File: src/msc_regs.svh
`ifndef MSC_REGS_SVH
`define MSC_REGS_SVH

// bus register byte offsets
`define MSC_IAC_OFS 8'h00
`define MSC_DLO_OFS 8'h04
`define MSC_DHI_OFS 8'h08
`define MSC_CFG_OFS 8'h0C

// indirect access control word fields
`define MSC_IAC_W 13
`define MSC_IAC_RD_BIT 12
`define MSC_IAC_SEL_HI 11
`define MSC_IAC_SEL_LO 10
`define MSC_IAC_SEL_MIB 2'h3
`define MSC_IAC_ADDR_HI 9
`define MSC_IAC_RST 13'h0000

// indirect counter offsets
`define MSC_OFS_RX65 10'h00F
`define MSC_OFS_RX128 10'h010
`define MSC_OFS_RX256 10'h011
`define MSC_OFS_RX512 10'h012
`define MSC_OFS_RX1024 10'h013
`define MSC_OFS_TXLO 10'h014
`define MSC_OFS_TXHI 10'h015
`define MSC_OFS_LATE 10'h016
`define MSC_OFS_PAUSE 10'h017
`define MSC_OFS_BC 10'h018
`define MSC_OFS_MC 10'h019
`define MSC_OFS_UC 10'h01A
`define MSC_OFS_DEF 10'h01B
`define MSC_OFS_TOT 10'h01C
`define MSC_OFS_ABN 10'h01D
`define MSC_OFS_ONE 10'h01E
`define MSC_OFS_MUL 10'h01F
`define MSC_OFS_TXDROP 10'h100
`define MSC_OFS_RXDROP 10'h103
`define MSC_NCNT 17

// counter word layout
`define MSC_OVF_BIT 31
`define MSC_VLD_BIT 30
`define MSC_HALF_LO 15
`define MSC_HALF_HI 16

// length bin edges and limits
`define MSC_LEN_65 11'h041
`define MSC_LEN_127 11'h07F
`define MSC_LEN_128 11'h080
`define MSC_LEN_255 11'h0FF
`define MSC_LEN_256 11'h100
`define MSC_LEN_511 11'h1FF
`define MSC_LEN_512 11'h200
`define MSC_LEN_1023 11'h3FF
`define MSC_LEN_1024 11'h400
`define MSC_MAXLEN_RST 11'h7D0
`define MSC_LATE_BT 16'h0200

// configuration register fields
`define MSC_CFG_HD_BIT 16
`define MSC_CFG_HD_RST 1'b0

`endif

File: src/msc_pkg.sv
package msc_pkg;

    // one received frame, pulsed for one cycle at frame end
    typedef struct packed {
        logic done;
        logic [10:0] len;
    } msc_rx_evt_s;

    // one transmitted frame, pulsed for one cycle at frame end
    typedef struct packed {
        logic done;
        logic good;
        logic high_prio;
        logic pause;
        logic bcast;
        logic mcast;
        logic deferred;
        logic abandoned;
        logic [4:0] coll_num;
        logic [10:0] octets;
    } msc_tx_evt_s;

    // one collision, with its position in bit-times from frame start
    typedef struct packed {
        logic hit;
        logic [15:0] bit_pos;
    } msc_coll_evt_s;

    typedef logic [29:0] msc_cnt_t;
    typedef logic [15:0] msc_drop_t;

endpackage : msc_pkg

File: src/msc_top.sv
`timescale 1ns/10ps
`default_nettype none
`include "msc_regs.svh"

// What this block does
// - count received frames in 65-127, 128-255, 256-511, 512-1023 octet bins
// - count received frames from 1024 octets up to configured maximum size
// - add good transmitted octets to low or high priority totals
// - count collisions seen later than 512 bit-times into a frame
// - count transmitted flow control frames
// - count good broadcast, multicast, unicast transmits, mutually exclusive
// - count frames whose first attempt was postponed by busy medium
// - total collisions, counted only in half duplex
// - count frames abandoned after excessive collisions
// - count good frames after exactly one, and after several, collisions
// - drop counters give 16 read-only bits, zero at reset, no flags
// - offset 0x100 transmit drops, 0x103 receive drops, others empty
// - reading a statistics counter clears it
// - reading a drop counter leaves it unchanged
// - counter word holds overflow, valid and 30-bit count, zero at reset
// - lower data register gives bits 15-0, upper gives bits 31-16
module msc_top (
    input wire logic hclk,
    input wire logic hresetn,
    input wire logic hsel,
    input wire logic [31:0] haddr,
    input wire logic [1:0] htrans,
    input wire logic hwrite,
    input wire logic [2:0] hsize,
    input wire logic [31:0] hwdata,
    input wire logic hready,
    output logic hreadyout,
    output logic hresp,
    output logic [31:0] hrdata,
    input wire msc_pkg::msc_rx_evt_s rx_evt,
    input wire msc_pkg::msc_tx_evt_s tx_evt,
    input wire msc_pkg::msc_coll_evt_s coll_evt,
    input wire logic tx_drop,
    input wire logic rx_drop
);

    localparam int I_B65 = 0;
    localparam int I_B1024 = `MSC_OFS_RX1024 - `MSC_OFS_RX65;
    localparam int I_TXHI = `MSC_OFS_TXHI - `MSC_OFS_RX65;
    localparam int I_LATE = `MSC_OFS_LATE - `MSC_OFS_RX65;
    localparam int I_MC = `MSC_OFS_MC - `MSC_OFS_RX65;
    localparam int I_TOT = `MSC_OFS_TOT - `MSC_OFS_RX65;

    // inclusive length window test, shared by all length bins
    function automatic logic msc_in_rng(
        input logic [10:0] len,
        input logic [10:0] lo,
        input logic [10:0] hi
    );
        msc_in_rng = (len >= lo) && (len <= hi);
    endfunction : msc_in_rng

    // amount each counter grows by this cycle
    function automatic msc_pkg::msc_cnt_t msc_amt(
        input logic [9:0] ofs,
        input msc_pkg::msc_rx_evt_s rx,
        input msc_pkg::msc_tx_evt_s tx,
        input msc_pkg::msc_coll_evt_s co,
        input logic hd,
        input logic [10:0] maxlen
    );
        logic good;
        msc_pkg::msc_cnt_t octs;
        good = tx.done & tx.good;
        octs = {19'h00000, tx.octets};
        case (ofs)
            `MSC_OFS_RX65: msc_amt = 30'(rx.done && msc_in_rng(rx.len,
                `MSC_LEN_65, `MSC_LEN_127));
            `MSC_OFS_RX128: msc_amt = 30'(rx.done && msc_in_rng(rx.len,
                `MSC_LEN_128, `MSC_LEN_255));
            `MSC_OFS_RX256: msc_amt = 30'(rx.done && msc_in_rng(rx.len,
                `MSC_LEN_256, `MSC_LEN_511));
            `MSC_OFS_RX512: msc_amt = 30'(rx.done && msc_in_rng(rx.len,
                `MSC_LEN_512, `MSC_LEN_1023));
            `MSC_OFS_RX1024: msc_amt = 30'(rx.done && msc_in_rng(rx.len,
                `MSC_LEN_1024, maxlen));
            `MSC_OFS_TXLO: msc_amt = (good && !tx.high_prio) ? octs : '0;
            `MSC_OFS_TXHI: msc_amt = (good && tx.high_prio) ? octs : '0;
            `MSC_OFS_LATE: msc_amt = 30'(co.hit && (co.bit_pos >
                `MSC_LATE_BT));
            `MSC_OFS_PAUSE: msc_amt = 30'(tx.done && tx.pause);
            `MSC_OFS_BC: msc_amt = 30'(good && tx.bcast);
            `MSC_OFS_MC: msc_amt = 30'(good && tx.mcast && !tx.bcast);
            `MSC_OFS_UC: msc_amt = 30'(good && !tx.bcast && !tx.mcast);
            `MSC_OFS_DEF: msc_amt = 30'(tx.done && tx.deferred);
            `MSC_OFS_TOT: msc_amt = 30'(co.hit && hd);
            `MSC_OFS_ABN: msc_amt = 30'(tx.done && tx.abandoned);
            `MSC_OFS_ONE: msc_amt = 30'(good && (tx.coll_num == 5'h01));
            `MSC_OFS_MUL: msc_amt = 30'(good && (tx.coll_num > 5'h01));
            default: msc_amt = '0;
        endcase
    endfunction : msc_amt

    // bus state
    logic wr_dp_r;
    logic rd_dp_r;
    logic rd_done_r;
    logic [7:0] ap_addr_r;
    logic [31:0] hrdata_r;

    // register state
    logic [`MSC_IAC_W-1:0] iac_r;
    logic [10:0] maxlen_r;
    logic hd_r;
    logic pend_r;
    logic [31:0] data_r;

    // counter storage
    msc_pkg::msc_cnt_t cnt_r [`MSC_NCNT];
    msc_pkg::msc_cnt_t cnt_nxt [`MSC_NCNT];
    msc_pkg::msc_cnt_t amt [`MSC_NCNT];
    logic ovf_r [`MSC_NCNT];
    logic ovf_nxt [`MSC_NCNT];
    msc_pkg::msc_drop_t txd_r;
    msc_pkg::msc_drop_t rxd_r;

    // address phase decode
    wire acc = hsel & htrans[1] & hready;
    wire acc_wr = acc & hwrite;
    wire acc_rd = acc & ~hwrite;
    wire wr_commit = wr_dp_r & hready;
    wire wr_iac = wr_commit & (ap_addr_r == `MSC_IAC_OFS);
    wire wr_cfg = wr_commit & (ap_addr_r == `MSC_CFG_OFS);

    // indirect control decode
    wire [1:0] w_sel = hwdata[`MSC_IAC_SEL_HI:`MSC_IAC_SEL_LO];
    wire trig = wr_iac & hwdata[`MSC_IAC_RD_BIT] & (w_sel == `MSC_IAC_SEL_MIB);
    wire [9:0] lat_ofs = iac_r[`MSC_IAC_ADDR_HI:0];
    wire lat_cnt = (lat_ofs >= `MSC_OFS_RX65) && (lat_ofs <= `MSC_OFS_MUL);
    wire [9:0] lat_rel = lat_ofs - `MSC_OFS_RX65;
    wire [4:0] lat_idx = lat_rel[4:0];

    // a read waits one cycle, and longer while a latch is pending, so a fresh latch is always seen
    wire rd_cap = rd_dp_r & ~rd_done_r & ~pend_r;

    assign hreadyout = ~rd_dp_r | rd_done_r;
    assign hresp = 1'b0;
    assign hrdata = hrdata_r;

    // read data selection from the registered address
    logic [31:0] rd_mux;
    always_comb begin
        case (ap_addr_r)
            `MSC_IAC_OFS: rd_mux = {19'h00000, iac_r};
            `MSC_DLO_OFS: rd_mux = {16'h0000,
                data_r[`MSC_HALF_LO:0]};
            `MSC_DHI_OFS: rd_mux = {16'h0000,
                data_r[31:`MSC_HALF_HI]};
            `MSC_CFG_OFS: rd_mux = {15'h0000, hd_r, 5'h00, maxlen_r};
            default: rd_mux = 32'h00000000;
        endcase
    end

    // latched word for the addressed counter
    logic [31:0] lat_word;
    always_comb begin
        if (lat_cnt) begin
            lat_word = {ovf_r[lat_idx], 1'b1, cnt_r[lat_idx]};
        end else if (lat_ofs == `MSC_OFS_TXDROP) begin
            lat_word = {16'h0000, txd_r};
        end else if (lat_ofs == `MSC_OFS_RXDROP) begin
            lat_word = {16'h0000, rxd_r};
        end else begin
            lat_word = 32'h40000000;
        end
    end

    // counter update; a read-clear in the same cycle as an event keeps it
    always_comb begin
        logic [30:0] sum;
        logic clr;
        sum = '0;
        clr = 1'b0;
        for (int i = 0; i < `MSC_NCNT; i++) begin
            amt[i] = msc_amt(10'(i) + `MSC_OFS_RX65, rx_evt, tx_evt,
                coll_evt, hd_r, maxlen_r);
            sum = {1'b0, cnt_r[i]} + {1'b0, amt[i]};
            clr = pend_r & lat_cnt & (lat_idx == 5'(i));
            cnt_nxt[i] = clr ? amt[i] : sum[29:0];
            ovf_nxt[i] = clr ? 1'b0 : (ovf_r[i] | sum[30]);
        end
    end

    // bus phase tracking
    always_ff @(posedge hclk or negedge hresetn) begin
        if (!hresetn) begin
            wr_dp_r <= 1'b0;
            rd_dp_r <= 1'b0;
            rd_done_r <= 1'b0;
            ap_addr_r <= 8'h00;
        end else if (hready) begin
            wr_dp_r <= acc_wr;
            rd_dp_r <= acc_rd;
            rd_done_r <= 1'b0;
            if (acc) begin
                ap_addr_r <= haddr[7:0];
            end
        end else if (rd_cap) begin
            rd_done_r <= 1'b1;
        end
    end

    // read data flop
    always_ff @(posedge hclk or negedge hresetn) begin
        if (!hresetn) begin
            hrdata_r <= 32'h00000000;
        end else if (rd_cap) begin
            hrdata_r <= rd_mux;
        end
    end

    // software registers
    always_ff @(posedge hclk or negedge hresetn) begin
        if (!hresetn) begin
            iac_r <= `MSC_IAC_RST;
            maxlen_r <= `MSC_MAXLEN_RST;
            hd_r <= `MSC_CFG_HD_RST;
        end else begin
            if (wr_iac) begin
                iac_r <= hwdata[`MSC_IAC_W-1:0];
            end
            if (wr_cfg) begin
                maxlen_r <= hwdata[10:0];
                hd_r <= hwdata[`MSC_CFG_HD_BIT];
            end
        end
    end

    // indirect latch: valid drops on trigger, rises when the word is taken, except for the two drop counters
    always_ff @(posedge hclk or negedge hresetn) begin
        if (!hresetn) begin
            pend_r <= 1'b0;
            data_r <= 32'h00000000;
        end else if (trig) begin
            pend_r <= 1'b1;
            data_r <= 32'h00000000;
        end else if (pend_r) begin
            pend_r <= 1'b0;
            data_r <= lat_word;
        end
    end

    // statistics counters
    always_ff @(posedge hclk or negedge hresetn) begin
        if (!hresetn) begin
            for (int i = 0; i < `MSC_NCNT; i++) begin
                cnt_r[i] <= '0;
                ovf_r[i] <= 1'b0;
            end
        end else begin
            for (int i = 0; i < `MSC_NCNT; i++) begin
                cnt_r[i] <= cnt_nxt[i];
                ovf_r[i] <= ovf_nxt[i];
            end
        end
    end

    // drop counters wrap silently and survive reads
    always_ff @(posedge hclk or negedge hresetn) begin
        if (!hresetn) begin
            txd_r <= 16'h0000;
            rxd_r <= 16'h0000;
        end else begin
            txd_r <= txd_r + 16'(tx_drop);
            rxd_r <= rxd_r + 16'(rx_drop);
        end
    end

    // checks on the counting and read paths
    wire clr_b65 = pend_r & lat_cnt & (lat_idx == 5'(I_B65));
    wire clr_b1024 = pend_r & lat_cnt & (lat_idx == 5'(I_B1024));
    wire clr_txhi = pend_r & lat_cnt & (lat_idx == 5'(I_TXHI));
    wire clr_late = pend_r & lat_cnt & (lat_idx == 5'(I_LATE));
    wire clr_mc = pend_r & lat_cnt & (lat_idx == 5'(I_MC));
    wire clr_tot = pend_r & lat_cnt & (lat_idx == 5'(I_TOT));
endmodule : msc_top
`default_nettype wire

File: config.mk
export PLATFORM = sky130hd
export DESIGN_NAME = msc_top
export DESIGN_NICKNAME = d
export VERILOG_FILES = /design/src/msc_pkg.sv /design/src/msc_top.sv
export VERILOG_INCLUDE_DIRS = /design/src /design/src/src
export SDC_FILE = /design/constraint.sdc
export NUM_CORES = 2
export LEC_CHECK = 0
export BUFFER_PORTS_ARGS = -buffer_cell sky130_fd_sc_hd__buf_2
export CORE_UTILIZATION = 50
export CTS_CLUSTER_SIZE = 8
export DETAILED_ROUTE_END_ITERATION = 10
export PLACE_DENSITY_LB_ADDON = 0.2
export SLEW_MARGIN = 30
export SYNTH_ARGS = -nofsm -noshare
export SYNTH_HDL_FRONTEND = slang
export SYNTH_SLANG_ARGS = --single-unit
File: constraint.sdc
create_clock -name hclk -period 6.1 [get_ports hclk]
set_input_delay 1.22 -clock hclk [delete_from_list [all_inputs] [get_ports hclk]]
set_output_delay 1.22 -clock hclk [all_outputs]
set_load 0.05 [all_outputs]
## After elaboration in Yosys (flattened, before gate mapping)

Cells that the tools add are included.

| storage, ports and cells | value |
|---|---|
| word-level logic and storage cells | 241 |
| register bits after elaboration | 660 |
| output and inout bits | 34 |

| cells by class | value |
|---|---|
| equality and inequality tests | 23 |
| add/sub/neg operators | 20 |
| multiplexer cells | 51 |
| order comparisons | 15 |
| bitwise operators | 53 |
| reduce and logical (&&, ||, !) cells | 33 |

Operator list:

| operator | count |
|---|---|
| 30-bit two-way mux | 19 |
| 30-bit by 1-bit adder with 31-bit output | 15 |
| 30-bit binary-select mux with 5-bit select | 1 |
| 32-bit two-way mux | 3 |
| 17-bit case mux with 4 select lines | 1 |
| 30-bit by 11-bit adder with 31-bit output | 2 |
| 31-bit two-way mux | 2 |
| 5-bit by 4-bit equality test with 1-bit output, second input constant | 8 |
| 16-bit by 1-bit adder with 16-bit output | 2 |
| 1-bit AND | 30 |
| 1-bit logical AND | 25 |
| 1-bit two-way mux | 22 |
| 11-bit two-way mux | 2 |
| 10-bit by 9-bit equality test with 1-bit output, second input constant | 2 |
| 5-bit by 3-bit equality test with 1-bit output, second input constant | 4 |
| 1-bit bitwise OR | 18 |
| 8-bit by 4-bit equality test with 1-bit output, second input constant | 2 |
| 16-bit by 10-bit greater-than comparator with 1-bit output, second input constant | 1 |
| 11-bit by 10-bit >= comparator with 1-bit output, second input constant | 1 |
| 11-bit >= comparator, second input constant | 1 |
| 11-bit by 7-bit >= comparator with 1-bit output, second input constant | 1 |
| 11-bit by 8-bit >= comparator with 1-bit output, second input constant | 1 |
| 11-bit by 9-bit >= comparator with 1-bit output, second input constant | 1 |
| 11-bit by 10-bit less-or-equal comparator with 1-bit output, second input constant | 1 |
| 22 further kinds | 30 |

## Depth between registers and ports, before layout

| depth | value |
|---|---|
| depth after elaboration | 8 |
| mapped depth | 14 |

## Least setup slack after synthesis

No wires, ideal clock.

| timing path | value |
|---|---|
| path type | in2reg |
| start | in rx_evt[1] (netlist name) |
| end | reg cnt_r[384] (netlist name) |
| setup slack | 2,333 ps |
| data required time | 5,968 ps |
| buffers on the path | 0 |
| data arrival time | 3,635 ps |
| stages | 13 |
| cell sequence | ha_1 nor2b_1 o21ai_0 a21oi_1 a2111oi_0 o2111a_1 ha_1 ha_1 nand3_1 nor4_1 nand2_1 xor2_1 nor2_1 |

RTL lines:

| what | RTL line | RTL |
|---|---|---|
| start: declaration | msc_top.sv:35 | `input wire msc_pkg::msc_rx_evt_s rx_evt,` |
| end signal: indexed assignment | msc_top.sv:257 | `cnt_r[i] <= cnt_nxt[i];` |
| end: declaration | msc_top.sv:114 | `` msc_pkg::msc_cnt_t cnt_r [`MSC_NCNT]; `` |

==> results.tsv <==
stage	metric	value	unit
outcome	status	finished clean	
setup_path	cpLargestDelayFamily	compound AO/OA/AOI/OAI gates	
sta	finalClockSkew	0.0323	ns
detailed_routing	vias	26539	
job	cap_violations	0	
sta	setup_viol	0	
clock_network	clock_path_buffers	3	
grt	grt_antenna_before_repair	2	
placed_design	dp_hpwl	71200	microns
clock_network	post_cts_buffers	0	
layout	final_cells	4509	
layout	final_nets	3746	
die	die-area	71900	sq um
sta	drv_slew	0	
layout	syn2layout_area_growth	11.0	%
grt	grt_pass1_wl	154000	microns
synthesis	postSynthCellCount	3459	
clock_network	root_buffer	clkbuf_16	
sta	tightest_slew	0.968	ns
die	die_x	268	microns
synthesis	synth_area_leaders	dfrtp_1 45%, mux4_2 8.5%, xor2_1 6.8%, nor2_1 6.1%, xnor2_1 4.9%	
setup_path	slowest_stage	a2111oi_0	
setup_path	critical_path_class	in -> reg	
detailed_routing	drt_pass1_iterations	6	
placed_design	place_area	36800	sq um
die	placement_rows	97	
grt	grt_pass1_vias	25684	
sta	fmax	224	MHz
clock_network	cts_max_level	3	
pwr	power	11.4	mW
placed_design	gp_congestion	0.956	
pwr	power_frac_seq	0.447	
detailed_routing	drt_wl_total	97900	microns
setup_path	start_kind	input port	
die	core_area	70000	sq um
clock_network	numCtsBuffers	90	
detailed_routing	via_per_inst	5.89	
pwr	p_int	8.12	mW
clock_network	cts_num_sinks	645	
setup_path	arrival	4.92	ns
synthesis	ys_types	79	
pwr	pwr-share-clk	0.398	
synthesis	synth.avg_cell_area	10.2	sq um
clock_network	clk_latency	0.64	ns
detailed_routing	drt_first_iter_violations	2383	
synthesis	synth_area	35400	sq um
setup_path	crit_path_end_kind	register	
synthesis	synth-seq-cells	645	
sta	finalHoldViolCount	0	
pwr	power.switching	3.29	mW
placed_design	io_buffers	100	
layout	final_core_util	0.561	
sta	fin_crit	4.46	ns
layout	diodes	0	
sta	tns	0	ns
synthesis	yosysTopAreaCell	dfrtp_1	
setup_path	critPathMaxStageDelay	0.73	ns
die	ios	163	
clock_network	cts_tree	yes	
sta	hold_ws	0.480	ns
sta	rsz0062_at_grt	no	
clock_network	clk_pin_slew	0.05	ns
pwr	p_per_area	291	nW/um^2
sta	fin_ws	1.64	ns
synthesis	yosysWarnings	0	
pwr	worst_ir_drop_vdd	0.000209	V
pwr	p_leak	17.4	nW
detailed_routing	wl_per_cell	21.7	microns
placed_design	placed_cells_incl_taps	4390	
layout	layout-drive-gt1-share	0.133	
die	initial_core_util	0.505	
setup_path	crit_path_frequent_cell	ha_1	
grt	grt_max_degree	146	
synthesis	synth_edf_count	0	
pwr	p_sw_frac	0.289	
detailed_routing	drc	0	
grt	grt-ovfl-total	0	
synthesis	synth_ff_type	dfrtp_1	
setup_path	required	6.56	ns
synthesis	synth-seq-area-share	0.456	
sta	fin_crit_sh	0.732	
setup_path	worstPathBufferInverterCount	1	
pwr	comb_power_share	0.155	
detailed_routing	drtAntennaViolNets	0	
synthesis	ys_async_sr_fraction	1.00	
hold_path	min_path_type	reg -> reg	
setup_path	cp_max_fo	5	
die	chipHeight	268	microns
clock_network	cts-resized-gates	0	
setup_path	worstPathCellList	buf_2 > ha_1 > nor2b_1 > o21ai_0 > a21oi_1 > a2111oi_0 > o2111a_1 > ha_1 > ha_1 > nand3_1 > nor4_1 > nand2_1 > xor2_1 > nor2_1	
sta	relSlewSlack	0.345	
layout	final_cell_area	39300	sq um
synthesis	synth_top_area_share	0.452	
placed_design	post-place-ws	1.04	ns
clock_network	holdBufCountCts	0	
setup_path	ff2ff_setup_slack	1.78	ns
grt	grt_usage	0.280	
==> cell families after synthesis <==
family	synth area share
simple gates	0.214
flops	0.456
xor+xnor	0.118
compound gates	0.0573
buf+inv	0.0273
mux	0.101
fa+ha+maj	0.0266
other cells	0.000106
==> routing by layer <==
layer  wire, microns  share of wire  track usage
met4            3860          0.039        0.114
met3            7000          0.071       0.0526
met5               0              0            0
met2           44800           0.46        0.438
met1           42200           0.43        0.386
==> cell type report <==
cell class | count | area [sq um]
fill | 6102 | 30700
multi-input combinational | 2615 | 18500
sequential | 645 | 16200
clock buffer | 113 | 2370
tap | 940 | 1180
timing repair buffer | 140 | 865
inverter | 51 | 191
clock inverter | 5 | 70.1
==> worst paths after layout <==
kind,startpoint,endpoint,depth (start not counted)
max,rx_evt[1],cnt_r[386],14
min,hrdata[15],hrdata[15],2
max reg2reg,iac_r[0],cnt_r[331],6
min reg2reg,hrdata[15],hrdata[15],2
max in group asynchronous,hresetn,cnt_r[87],2
min in group asynchronous,hresetn,txd_r[1],1
==> Yosys cell counts (16+ instances only) <==
cell type / number
nor2b_1: 27
a22oi_1: 20
and2_1: 42
o22ai_1: 64
nor3_1: 71
and3_1: 90
nand3_1: 213
nand4_1: 92
and4_1: 45
xor2_1: 276
xnor2_1: 198
nor4_1: 20
buf_2: 62
inv_1: 51
mux4_2: 134
mux2_2: 42
or3_1: 41
a21oi_1: 60
nor2_1: 577
dfrtp_1: 639
ha_1: 72
o21ai_0: 65
a221o_1: 16
buf_4: 20
clkbuf_1: 66
nand2_1: 272
==> power groups by stage <==
stage / clock network [mW] / logic [mW] / registers [mW]
2_1_floorplan: 0 / 1.29 / 4.99
3_3_place_gp: 0 / 1.73 / 5.16
3_5_place_dp: 0 / 1.76 / 5.17
4_1_cts: 4.63 / 1.77 / 5.10
5_1_grt: 4.80 / 1.95 / 5.16
6_report: 4.54 / 1.77 / 5.11
==> flip-flops by register name, indices dropped and copies added (netlist names), 8 cells and up <==
signal and count:
ovf_r 17, cnt_r 510, iac_r 13, ap_addr_r 8
rxd_r 16, maxlen_r 11, hrdata 17, txd_r 16
data_r 32
==> tightest hold or removal path: stages (launching register included) <==
cell	delay, ns
dfrtp_1	0.34
nand2_1	0.05
o31ai_1	0.05
==> placed cells by master (no fill, tap or decap), drive strengths merged, types with 54 or more instances in the layout <==
| master | Yosys | routed |
|---|---|---|
| buf | 96 | 139 |
| nor2 | 579 | 579 |
| a21oi | 63 | 63 |
| and3 | 92 | 92 |
| mux4 | 135 | 135 |
| clkbuf | 67 | 114 |
| inv | 51 | 54 |
| dfrtp | 639 | 639 |
| o21ai | 70 | 70 |
| xnor2 | 199 | 199 |
| nand4 | 95 | 95 |
| nor3 | 72 | 72 |
| ha | 72 | 72 |
| o22ai | 64 | 64 |
| nand3 | 214 | 214 |
| nand2 | 272 | 272 |
| xor2 | 276 | 276 |
(Power assumes the default switching activity.)
